**src/verilog/sll_pkg.sv**
```systemverilog
// Purpose: Shared constants and types for the link layer control and status bank.
// Assumes: A 25 MHz device clock and byte addresses on the network side.
// Notes: Each register occupies one aligned 32-bit word.
package sll_pkg;
   // Register byte offsets.
   localparam logic [15:0] OFS_CTRL = 16'h0100;
   localparam logic [15:0] OFS_RWOFS = 16'h0108;
   localparam logic [15:0] OFS_STAT = 16'h0110;
   // Control word: writable bits and reset value (FIFO size code 7).
   localparam logic [31:0] CTRL_WMASK = 32'h014f_ff00;
   localparam logic [31:0] CTRL_RESET = 32'h0007_0000;
   // Control field positions.
   localparam int POS_LOOP = 8;
   localparam int POS_FIFO = 16;
   localparam int POS_JIT = 19;
   localparam int POS_RLD = 22;
   localparam int POS_ALIAS = 24;
   // FIFO size codes at or below this value cut receive delay.
   localparam logic [2:0] FIFO_REDUCE_MAX = 3'h3;
   // Status field positions.
   localparam int ST_LOAD = 0;
   localparam int ST_WD = 1;
   localparam int ST_ENH = 2;
   localparam int ST_LINK = 4;
   localparam int ST_LOOP = 8;
   // Loop modes per port.
   localparam logic [1:0] LOOP_AUTO = 2'h0;
   localparam logic [1:0] LOOP_ACLOSE = 2'h1;
   localparam logic [1:0] LOOP_OPEN = 2'h2;
   localparam logic [1:0] LOOP_CLOSED = 2'h3;
   // Remote link-down signalling times and their cycle counts.
   localparam int CLK_NS = 40;
   localparam int RLD_LONG_MS = 660;
   localparam int RLD_SHORT_US = 80;
   localparam int RLD_LONG_CYC = RLD_LONG_MS * 1000000 / CLK_NS;
   localparam int RLD_SHORT_CYC = RLD_SHORT_US * 1000 / CLK_NS;
   localparam int RLD_CW = 24;
   localparam int NPORT = 4;
   // Remote link-down signalling state.
   typedef enum logic [0:0] {RLD_IDLE = 1'b0, RLD_SIGNAL = 1'b1} sll_rld_e;
endpackage : sll_pkg

```
**src/verilog/sll_loop_if.sv**
```systemverilog
// Purpose: Carries loop configuration and port state between bank and loop logic.
// Assumes: All signals are on the device clock.
// Notes: wr is a one-cycle pulse per port on a control write.
`timescale 1ns/100ps
interface sll_loop_if;
   logic [3:0] link;
   logic [3:0] busy;
   logic [3:0] frame_ok;
   logic [3:0] wr;
   logic [7:0] cfg;
   logic [3:0] closed;
   modport ctrl (output link, busy, frame_ok, wr, cfg, input closed);
   modport port (input link, busy, frame_ok, wr, cfg, output closed);
endinterface : sll_loop_if

```
**src/verilog/sll_loop.sv**
```systemverilog
// Purpose: Per-port loop open/closed control from mode, link and frame activity.
// Assumes: Link is already synchronised; busy is high while a frame passes.
// Notes: Loop state and mode changes wait for the port to go idle.
`timescale 1ns/100ps
module sll_loop
   import sll_pkg::*;
(
   // Clock and reset.
   input wire logic clk_i,
   input wire logic rst_n_i,
   // Bank side.
   sll_loop_if.port lp
);
   logic [3:0][1:0] mode, next_mode, pmode, next_pmode;
   logic [3:0] pend, next_pend, acl, next_acl, closed, next_closed;

   // Compute pending mode, active mode, auto-close latch and loop state.
   always_comb
   begin
      logic [1:0] f;
      logic [1:0] m;
      logic tgt;
      f = 2'h0;
      m = 2'h0;
      tgt = 1'b0;
      next_mode = mode;
      next_pmode = pmode;
      next_pend = pend;
      next_acl = acl;
      next_closed = closed;
      for (int i = 0; i < NPORT; i++)
      begin
         f = lp.cfg[2*i +: 2];
         if (lp.wr[i])
         begin
            next_pend[i] = 1'b1;
            next_pmode[i] = f;
         end
         m = mode[i];
         if (pend[i] && !lp.busy[i]) // [RQ6]
         begin
            m = pmode[i];
            next_mode[i] = pmode[i];
            next_pend[i] = lp.wr[i];
            if (pmode[i] == LOOP_ACLOSE && lp.link[i])
               next_acl[i] = 1'b0;
         end
         if (!lp.link[i])
            next_acl[i] = 1'b1;
         else if (lp.frame_ok[i])
            next_acl[i] = 1'b0;
         unique case (m)
            LOOP_AUTO: tgt = !lp.link[i]; // [RQ14]
            LOOP_ACLOSE: tgt = acl[i];
            LOOP_OPEN: tgt = 1'b0;
            LOOP_CLOSED: tgt = 1'b1;
         endcase
         if (!lp.busy[i]) // [RQ6]
            next_closed[i] = tgt;
      end
   end

   // Register loop state.
   always_ff @(posedge clk_i or negedge rst_n_i)
   begin
      if (!rst_n_i)
      begin
         mode <= '0;
         pmode <= '0;
         pend <= '0;
         acl <= 4'hf;
         closed <= 4'hf;
      end
      else
      begin
         mode <= next_mode;
         pmode <= next_pmode;
         pend <= next_pend;
         acl <= next_acl;
         closed <= next_closed;
      end
   end

   assign lp.closed = closed;
endmodule : sll_loop

```
**src/verilog/sll_bank.sv**
```systemverilog
// Purpose: Link layer control, read/write offset and link status registers.
// Assumes: Network side writes and reads; local side only reads.
// Notes: Read data appears one cycle after the read strobe.
// Behaviour
// RQ1: The FIFO size code sets the half-full level that must be reached before forwarding, codes 0-3 cut delay and 7 is the default.
// RQ2: FIFO size and link detection from the configuration memory are taken only on the first load after reset.
// RQ3: Control bit 19 selects reduced backplane jitter and resets to normal.
// RQ4: Control bit 22 picks 660 ms or 80 us remote link-down signalling and resets to the long time.
// RQ5: With bit 24 set the alias address is accepted for configured-address commands, otherwise ignored.
// RQ6: A port's loop change waits until its current frame has ended.
// RQ7: Read-write commands read at the command address and write at that address plus the offset.
// RQ8: Status bit 0 is 1 only when the configuration loaded and the local interface is ready, else no memory access.
// RQ9: Status bit 2 shows enhanced link detection on at least one port.
// RQ10: Status bits 4-7 show the physical link of ports 0-3.
// RQ11: Status bits 9, 11, 13 and 15 show stable communication of ports 0-3.
// RQ12: Status bits 8, 10, 12 and 14 show each port's loop, 1 meaning closed.
// RQ13: A network read of the status register clears its network event request.
// RQ14: Auto loop mode closes a port at link down and opens it at link up.
// RQ15: Control and offset are written only from the network side; status is read-only.
// RQ16: Reserved control bits read zero and ignore writes.
`timescale 1ns/100ps
module sll_bank
   import sll_pkg::*;
#(
   parameter int RLD_LONG = RLD_LONG_CYC
)
(
   // Clock and reset.
   input wire logic clk_i,
   input wire logic reset_n_i,
   // Network side register access.
   input wire logic [15:0] net_addr_i,
   input wire logic net_wr_i,
   input wire logic net_rd_i,
   input wire logic [31:0] net_wdata_i,
   output logic [31:0] net_rdata_o,
   output logic net_event_clr_o,
   // Local process interface register access.
   input wire logic [15:0] loc_addr_i,
   input wire logic loc_rd_i,
   input wire logic loc_wr_i,
   output logic [31:0] loc_rdata_o,
   // Configuration load and health.
   input wire logic cfg_load_i,
   input wire logic cfg_load_ok_i,
   input wire logic [2:0] cfg_fifo_size_i,
   input wire logic cfg_enh_link_i,
   input wire logic local_ready_i,
   input wire logic wd_ok_i,
   output logic pd_mem_access_en_o,
   // Port state.
   input wire logic [3:0] link_pin_i,
   input wire logic [3:0] comm_i,
   input wire logic [3:0] frame_busy_i,
   input wire logic [3:0] frame_ok_i,
   output logic [3:0] loop_closed_o,
   // Receive FIFO.
   input wire logic [3:0] rx_fifo_level_i,
   output logic [2:0] fifo_size_o,
   output logic rx_delay_reduce_o,
   output logic forward_start_o,
   // Backplane link.
   input wire logic rld_req_i,
   output logic low_jitter_o,
   output logic remote_link_down_o,
   // Command addressing.
   input wire logic [15:0] cmd_addr_i,
   input wire logic cmd_fixed_i,
   input wire logic [15:0] station_addr_i,
   input wire logic [15:0] alias_addr_i,
   output logic addr_match_o,
   output logic alias_en_o,
   output logic [15:0] rw_rd_addr_o,
   output logic [15:0] rw_wr_addr_o
);
   logic rst_q1, rst_n;
   logic [3:0] ls1, ls2, ls3, link, next_link;
   logic [31:0] ctrl, next_ctrl;
   logic [15:0] rwofs, next_rwofs;
   logic load_done, next_load_done, cfg_ok, next_cfg_ok, enh, next_enh;
   logic [15:0] stat;
   logic [31:0] next_net_rdata, next_loc_rdata;
   logic next_evclr;
   sll_rld_e rld_st, next_rld_st;
   logic [RLD_CW-1:0] rld_cnt, next_rld_cnt;
   logic next_match, next_fwd;
   logic [15:0] next_rd_addr, next_wr_addr;
   sll_loop_if lp ();

   // Filtered pin level: follow the third stage once it agrees with the second.
   function automatic logic [3:0] pin_filter(input logic [3:0] cur, input logic [3:0] s2,
      input logic [3:0] s3);
      pin_filter = (s2 & s3) | (cur & (s2 ^ s3));
   endfunction : pin_filter

   // Register read decode shared by both access sides.
   function automatic logic [31:0] reg_read(input logic [15:0] a, input logic [31:0] c,
      input logic [15:0] o, input logic [15:0] s);
      if (a == OFS_CTRL)
         reg_read = c;
      else if (a == OFS_RWOFS)
         reg_read = {16'h0000, o};
      else if (a == OFS_STAT)
         reg_read = {16'h0000, s};
      else
         reg_read = 32'h0000_0000;
   endfunction : reg_read

   // Reset release through two flip-flops.
   always_ff @(posedge clk_i or negedge reset_n_i)
   begin
      if (!reset_n_i)
      begin
         rst_q1 <= 1'b0;
         rst_n <= 1'b0;
      end
      else
      begin
         rst_q1 <= 1'b1;
         rst_n <= rst_q1;
      end
   end

   // Three-stage synchroniser for the link pins.
   always_ff @(posedge clk_i or negedge rst_n)
   begin
      if (!rst_n)
      begin
         ls1 <= '0;
         ls2 <= '0;
         ls3 <= '0;
      end
      else
      begin
         ls1 <= link_pin_i;
         ls2 <= ls1;
         ls3 <= ls2;
      end
   end

   // Next register contents; local writes never reach them.
   always_comb
   begin
      next_link = pin_filter(link, ls2, ls3);
      next_ctrl = ctrl;
      next_rwofs = rwofs;
      next_load_done = load_done;
      next_cfg_ok = cfg_ok;
      next_enh = enh;
      if (net_wr_i && net_addr_i == OFS_CTRL) // [RQ15]
         next_ctrl = (net_wdata_i & CTRL_WMASK) | (ctrl & ~CTRL_WMASK); // [RQ16]
      if (net_wr_i && net_addr_i == OFS_RWOFS) // [RQ15]
         next_rwofs = net_wdata_i[15:0];
      if (cfg_load_i)
      begin
         next_cfg_ok = cfg_load_ok_i;
         next_load_done = 1'b1;
         if (!load_done) // [RQ2]
         begin
            next_ctrl[POS_FIFO +: 3] = cfg_fifo_size_i;
            next_enh = cfg_enh_link_i;
         end
      end
   end

   // Register the bank.
   always_ff @(posedge clk_i or negedge rst_n)
   begin
      if (!rst_n)
      begin
         link <= '0;
         ctrl <= CTRL_RESET; // [RQ1] [RQ3] [RQ4]
         rwofs <= '0;
         load_done <= 1'b0;
         cfg_ok <= 1'b0;
         enh <= 1'b0;
      end
      else
      begin
         link <= next_link;
         ctrl <= next_ctrl;
         rwofs <= next_rwofs;
         load_done <= next_load_done;
         cfg_ok <= next_cfg_ok;
         enh <= next_enh;
      end
   end

   // Status word assembly.
   always_comb
   begin
      stat = '0;
      stat[ST_LOAD] = cfg_ok && local_ready_i; // [RQ8]
      stat[ST_WD] = wd_ok_i;
      stat[ST_ENH] = enh; // [RQ9]
      stat[ST_LINK +: 4] = link; // [RQ10]
      for (int i = 0; i < NPORT; i++)
      begin
         stat[ST_LOOP + 2*i] = lp.closed[i]; // [RQ12]
         stat[ST_LOOP + 2*i + 1] = comm_i[i]; // [RQ11]
      end
   end

   // Loop logic hookup; every control write rearms the loop fields.
   // The loop fields come from the next control value, so the write pulse carries new modes.
   assign lp.link = link;
   assign lp.busy = frame_busy_i;
   assign lp.frame_ok = frame_ok_i;
   assign lp.cfg = next_ctrl[POS_LOOP +: 8];
   assign lp.wr = {4{net_wr_i && net_addr_i == OFS_CTRL}};

   sll_loop u_loop (
      .clk_i(clk_i),
      .rst_n_i(rst_n),
      .lp(lp)
   );

   // Read data, event clear and command address results.
   always_comb
   begin
      next_net_rdata = net_rd_i ? reg_read(net_addr_i, ctrl, rwofs, stat) : net_rdata_o;
      next_loc_rdata = loc_rd_i ? reg_read(loc_addr_i, ctrl, rwofs, stat) : loc_rdata_o;
      next_evclr = net_rd_i && net_addr_i == OFS_STAT; // [RQ13]
      next_match = (cmd_addr_i == station_addr_i) ||
         (cmd_fixed_i && ctrl[POS_ALIAS] && cmd_addr_i == alias_addr_i); // [RQ5]
      next_rd_addr = cmd_addr_i; // [RQ7]
      next_wr_addr = cmd_addr_i + rwofs; // [RQ7]
      next_fwd = {1'b0, rx_fifo_level_i} >= ({2'b00, ctrl[POS_FIFO +: 3]} + 5'h01); // [RQ1]
   end

   // Register read data and command results.
   always_ff @(posedge clk_i or negedge rst_n)
   begin
      if (!rst_n)
      begin
         net_rdata_o <= '0;
         loc_rdata_o <= '0;
         net_event_clr_o <= 1'b0;
         addr_match_o <= 1'b0;
         rw_rd_addr_o <= '0;
         rw_wr_addr_o <= '0;
         forward_start_o <= 1'b0;
      end
      else
      begin
         net_rdata_o <= next_net_rdata;
         loc_rdata_o <= next_loc_rdata;
         net_event_clr_o <= next_evclr;
         addr_match_o <= next_match;
         rw_rd_addr_o <= next_rd_addr;
         rw_wr_addr_o <= next_wr_addr[15:0];
         forward_start_o <= next_fwd;
      end
   end

   // Remote link-down signalling timer.
   always_comb
   begin
      next_rld_st = rld_st;
      next_rld_cnt = rld_cnt;
      unique case (rld_st)
         RLD_IDLE:
            if (rld_req_i)
            begin
               next_rld_st = RLD_SIGNAL;
               next_rld_cnt = ctrl[POS_RLD] ? RLD_CW'(RLD_SHORT_CYC - 1) : // [RQ4]
                  RLD_CW'(RLD_LONG - 1);
            end
         RLD_SIGNAL:
            if (rld_cnt == '0)
               next_rld_st = RLD_IDLE;
            else
               next_rld_cnt = rld_cnt - 1'b1;
      endcase
   end

   // Register the timer.
   always_ff @(posedge clk_i or negedge rst_n)
   begin
      if (!rst_n)
      begin
         rld_st <= RLD_IDLE;
         rld_cnt <= '0;
      end
      else
      begin
         rld_st <= next_rld_st;
         rld_cnt <= next_rld_cnt;
      end
   end

   // Control outputs.
   assign remote_link_down_o = rld_st == RLD_SIGNAL;
   assign fifo_size_o = ctrl[POS_FIFO +: 3];
   assign rx_delay_reduce_o = ctrl[POS_FIFO +: 3] <= FIFO_REDUCE_MAX; // [RQ1]
   assign low_jitter_o = ctrl[POS_JIT]; // [RQ3]
   assign alias_en_o = ctrl[POS_ALIAS]; // [RQ5]
   assign pd_mem_access_en_o = stat[ST_LOAD]; // [RQ8]
   assign loop_closed_o = lp.closed;
endmodule : sll_bank

```
**config.mk**
```make
export PLATFORM = sky130hd
export DESIGN_NAME = sll_bank
export DESIGN_NICKNAME = d
export VERILOG_FILES = /design/src/verilog/sll_pkg.sv /design/src/verilog/sll_loop_if.sv /design/src/verilog/sll_loop.sv /design/src/verilog/sll_bank.sv
export SDC_FILE = /design/constraint.sdc
export NUM_CORES = 1
export LEC_CHECK = 0
export BUFFER_PORTS_ARGS = -buffer_cell sky130_fd_sc_hd__buf_2
export CORE_AREA = 2 2 173 175
export CTS_CLUSTER_SIZE = 20
export DETAILED_ROUTE_END_ITERATION = 10
export DIE_AREA = 0 0 175 177
export PLACE_DENSITY = 0.57
export SLEW_MARGIN = 40
export SYNTH_ARGS = -nofsm -noshare
export SYNTH_HDL_FRONTEND = slang
export SYNTH_SLANG_ARGS = --single-unit
```
**constraint.sdc**
```tcl
create_clock -name clk_i -period 7.8 [get_ports clk_i]
set_clock_uncertainty 0.2 [all_clocks]
set_input_delay 1.17 -clock clk_i [delete_from_list [all_inputs] [get_ports clk_i]]
set_output_delay 1.17 -clock clk_i [all_outputs]
set_load 0.1 [all_outputs]
```
## After elaboration in Yosys (flattened, before gate mapping)

Cells that the tools add are included.

| storage, ports and cells | value |
|---|---|
| bits in registers | 221 |
| input bits | 148 |
| output and inout bits | 111 |
| word-level logic and storage cells | 170 |

| cells by class | value |
|---|---|
| add/sub/neg operators | 3 |
| order comparisons | 2 |
| eq/ne operators | 34 |
| mux-type cells | 45 |
| bitwise gates (word level) | 7 |
| reductions and logical operators | 38 |

Operator list:

| cell | number |
|---|---|
| $eq A16 B9 Y1 const B | 6 |
| $mux W32 | 3 |
| $mux W24 | 3 |
| $mux W16 | 3 |
| $pmux W24 S2 | 1 |
| $eq A16 B16 Y1 | 2 |
| $or A25 B32 Y32 | 1 |
| $logic_not A24 Y1 | 1 |
| $ne A3 B2 Y1 const B | 8 |
| $sub A24 B1 Y24 const B | 1 |
| $mux W1 | 23 |
| $mux W19 | 1 |
| $add A16 B16 Y16 | 1 |
| $eq A2 B1 Y1 const B | 8 |
| $eq A2 B2 Y1 const B | 8 |
| $pmux W1 S4 | 4 |
| $logic_and A1 B1 Y1 | 14 |
| $reduce_and A2 Y1 | 6 |
| $and A4 B4 Y4 | 2 |
| $logic_not A1 Y1 | 8 |
| $logic_not A2 Y1 | 4 |
| $mux W2 | 4 |
| $reduce_bool A2 Y1 | 4 |
| $mux W3 | 2 |
| 9 further kinds | 11 |

## Longest topological paths before layout

| depth | value |
|---|---|
| depth in word-level cells | 6 |
| gate-level depth with buffers | 8 |
| gate-level depth less buffers | 8 |

## Cells and area by module

A second synthesis with hierarchy kept.

| second synthesis, totals | value |
|---|---|
| cell total of the unflattened synthesis | 804 |
| area, all modules | 8735.9 um^2 |

Modules (own cells, without submodules):

| module | times used | cells each | area each (um^2) | seq. area each (um^2) |
|---|---|---|---|---|
| sll_bank | 1 | 704 | 7477.2 | 3907.5 |
| sll_loop | 1 | 100 | 1258.7 | 710.7 |

## Worst setup path before layout

Ideal clock, no wire load.

| path | value |
|---|---|
| kind | input port to flip-flop |
| start point | in cmd_addr_i[0] |
| end point | reg rw_wr_addr_o[14] |
| library setup time | 0.123 ns |
| arrival | 3.175 ns |
| data required time | 7.477 ns |
| path slack | 4.302 ns |
| stages | 8 |
| buffers on the path | 0 |
| path through | ha_1 > fa_1 > a21o_1 > a2111oi_2 > a21boi_0 > o21a_1 > a221o_1 > xor2_1 |

| on the way | value |
|---|---|
| longest elaborated chain between the ends | 1 |

Ends and longest elaborated chain:

| item | RTL line | text |
|---|---|---|
| start, declared | sll_bank.sv:67 | `input wire logic [15:0] cmd_addr_i,` |
| $add A16 B16 Y16 | sll_bank.sv:227 | `next_wr_addr = cmd_addr_i + rwofs;` |
| net next_wr_addr[14] | sll_bank.sv:87 | `logic [15:0] next_rd_addr, next_wr_addr;` |
| end signal, assigned | sll_bank.sv:251 | `rw_wr_addr_o <= next_wr_addr[15:0];` |
| end, declared | sll_bank.sv:74 | `output logic [15:0] rw_wr_addr_o` |

The timed path passes the listed nets, and every way through them passes these cells.
A chain may end at the register's enable or synchronous reset.

## Worst setup path in the final report

Ends and elaborated chain as after synthesis.

==> impl_metrics.tcl <==
set metrics [dict create \
    grt_overflow 0 \
    finalSetupViolCount 0 \
    cts_root_buf "clkbuf_16" \
    cts_setup_buffers 0 \
    p_int_w 0.00159 \
    required_ps 7920 \
    postSynth.asyncResetShare_pct 100 \
    ir_drop_uv 135 \
    start_util_pct 29.6 \
    clockPowerShare_pct 37.1 \
    synth-seq-cells 184 \
    die_y_um 177 \
    dp_hpwl_mm 18.5 \
    worst_slew_pin_slew_ps 798 \
    fp.coreArea_sq_um 29200 \
    clock-sinks 184 \
    clockBufferDepth 2 \
    drt_first_pass_iters 5 \
    share_comb_of_total_power_pct 18.6 \
    drt_iter0_markers 386 \
    crit_slowest_cell "a2111oi_2" \
    synth_top_flop_cell "dfrtp_1" \
    arrival_ps 3600 \
    status "completed" \
    seq_power_share_pct 44.3 \
    hold_viol 0 \
    cp-start-kind "primary input" \
    cpPeakStageDelay_ps 470 \
    hold_class "reg -> async" \
    reg2regPathDepth 8 \
    rsz0062_at_grt "no" \
    worst-path-max-fanout 4 \
    dieWidth_um 175 \
    fin_crit_ps 3480 \
    io_buffers 237 \
    cts-hold-fix-buffers 0 \
    worst_slack_ps 4320 \
    slew_violations 0 \
    synth_edf_count 0 \
    synth.avg_cell_area_sq_um 10.4 \
    fmax_mhz 287 \
    viasPerCell 4.71 \
    dp_slack_ps 3880 \
    critPathCaptureType "register" \
    rr_endpoint "rw_wr_addr_o[14]" \
    antenna_found_initial 5 \
    drc 0 \
    first_global_vias 6694 \
    cts_tree "done" \
    slew_headroom_pct 46.7 \
    synth_cell_types 65 \
    total_power_w 0.00246 \
    yosysSeqAreaShare_pct 53.3 \
    wl_per_cell_um 17.1 \
    grt_first_pass_wirelength_mm 38.7 \
    timing.max_cap.violations 0 \
    worstPathCellList "buf_2 > ha_1 > fa_1 > a21o_1 > a2111oi_2 > a21boi_0 > o21a_1 > a221o_1 > xor2_1" \
    crit_type "in -> reg" \
    r2r_setup_slack_ps 4710 \
    wl_mm 25.0 \
    yosys_warnings 0 \
    htree_levels 4 \
    timing.rr.start "rwofs[0]" \
    power_density_nw_per_um2 226 \
    ctsResizeCount 0 \
    die_area_sq_um 31000 \
    clock_latency_ps 450 \
    whs_ps 45.3 \
    gp_congestion 0.805 \
    grt_max_degree 77 \
    syn_area_sq_um 8670 \
    swShare_pct 35.6 \
    post-route-period-util_pct 44.6 \
    track_usage_pct 16.5 \
    final_antenna_net_count 0 \
    nets 1236 \
    vias 6914 \
    final_common_cell "buf_2" \
    most-common-layout-cells "236 x buf_2, 172 x dfrtp_1, 129 x nand2_1, 58 x nor2_1, 44 x o21ai_0" \
    fin_setup_tns_ps 0 \
    synth_cells 830 \
    power_leakage_nw 5.23 \
    syn2layout_area_growth_pct 25.6 \
    power_switching_w 0.000877 \
    path_clk_slew_ps 80 \
    drive_above_1_share_pct 31.6 \
    numCtsBuffers 17 \
    rows 63 \
    boundaryPins 259 \
]
[cell usage after synthesis (3+ instances only)]
cell type	n	share of area (%)
o211ai_1	3	0.26
or4_1	4	0.35
dfrtp_1	173	50
and2_1	5	0.36
a21oi_1	30	1.7
clkbuf_1	18	0.78
nor3_1	10	0.58
mux2i_1	5	0.58
xor2_1	39	3.9
nor3b_1	7	0.61
a31oi_1	7	0.51
o21a_1	3	0.26
o21ai_0	44	2.5
buf_4	22	1.9
a22oi_1	14	1.2
or2_2	4	0.29
a41oi_1	16	1.6
nand3_1	23	1.3
nand2b_1	8	0.58
a21o_1	8	0.69
nor4_1	18	1.3
mux2_2	26	3.4
nor2b_1	5	0.36
or3_1	10	0.72
and3_1	6	0.43
ha_1	27	3.9
nor2_1	58	2.5
nand4_1	5	0.36
xnor2_1	17	1.7
dfstp_2	11	3.3
inv_1	29	1.3
nand2_1	130	5.6
[power by group through the flow]
stage               combinational (W)  clock, W  sequential, W
CTS                          0.000463  0.000943        0.00109
detailed placement           0.000463         0        0.00111
global placement             0.000451         0        0.00111
floorplan                    0.000177         0        0.00127
finish                       0.000459  0.000913        0.00109
global route                 0.000497  0.000981        0.00110
[critical path, delay by kind of cell]
family          cells  cell delay, ps
compound gates      5            1530
xor+xnor            1             140
buf+inv             1             130
fa+ha+maj           2             630
[flip-flops by register name, indices dropped and copies added, names as in the netlist, 8 cells and up]
name / flops
rld_cnt: 24
loc_rdata_o: 22
rw_wr_addr_o: 16
u_loop.mode: 8
rwofs: 16
u_loop.pmode: 8
rw_rd_addr_o: 16
ctrl: 14
net_rdata_o: 23
[final cells by class]
type / instances / area, sq um
diodes: 4 / 10.0
clock buffers: 17 / 425
clock inverters: 15 / 208
fillers: 2965 / 18400
inverters: 30 / 113
multi-input cells: 580 / 3730
flip-flops and latches: 184 / 4620
well taps: 390 / 488
repair buffers: 247 / 1300
[per-stage QoR]
| step | cell area, sq um | utilization, % | instances |
|---|---|---|---|
| 6_report | 10900 | 37.2 | 1467 |
| 5_1_grt | 10900 | 37.2 | 1467 |
| 4_1_cts | 10900 | 37.1 | 1462 |
| 3_5_place_dp | 10200 | 35.0 | 1430 |
| 3_3_place_gp | 10200 | 34.9 | 1429 |
| 2_1_floorplan | 8700 | - | 839 |
[how the worst max path moves through the flow]
stage | slack, ps | cells after the start | end | startpoint
floorplan | 2110 | 0 | addr_match_o | rst_n
detailed placement | 3880 | 9 | rw_wr_addr_o[14] | cmd_addr_i[0]
finish | 4320 | 9 | rw_wr_addr_o[14] | cmd_addr_i[0]
global route | 4190 | 9 | rw_wr_addr_o[14] | cmd_addr_i[0]
CTS | 4330 | 9 | rw_wr_addr_o[14] | cmd_addr_i[0]
global placement | 3880 | 9 | rw_wr_addr_o[14] | cmd_addr_i[0]
[per-layer routing]
metal	GRT usage, %	part of all wire (%)	wire [um]
met4	5.73	1.9	470
met3	3.20	5.4	1340
met2	26.6	48	11900
met1	22.1	45	11300
met5	0	0.052	13
[logic make-up (layout without fill, tap and decap cells)]
logic type	Yosys count	in the layout	synth area share, %
and+or+nand+nor	304	304	16.9
DFF	184	184	53.3
AOI/OAI and AO/OA	150	150	11.5
buffers and inverters	75	309	4.45
xor gates and xnor gates	56	56	5.66
muxes	31	31	3.95
adders and majority gates	28	28	4.13
other	2	15	0.0866
(Power assumes the default switching activity.)
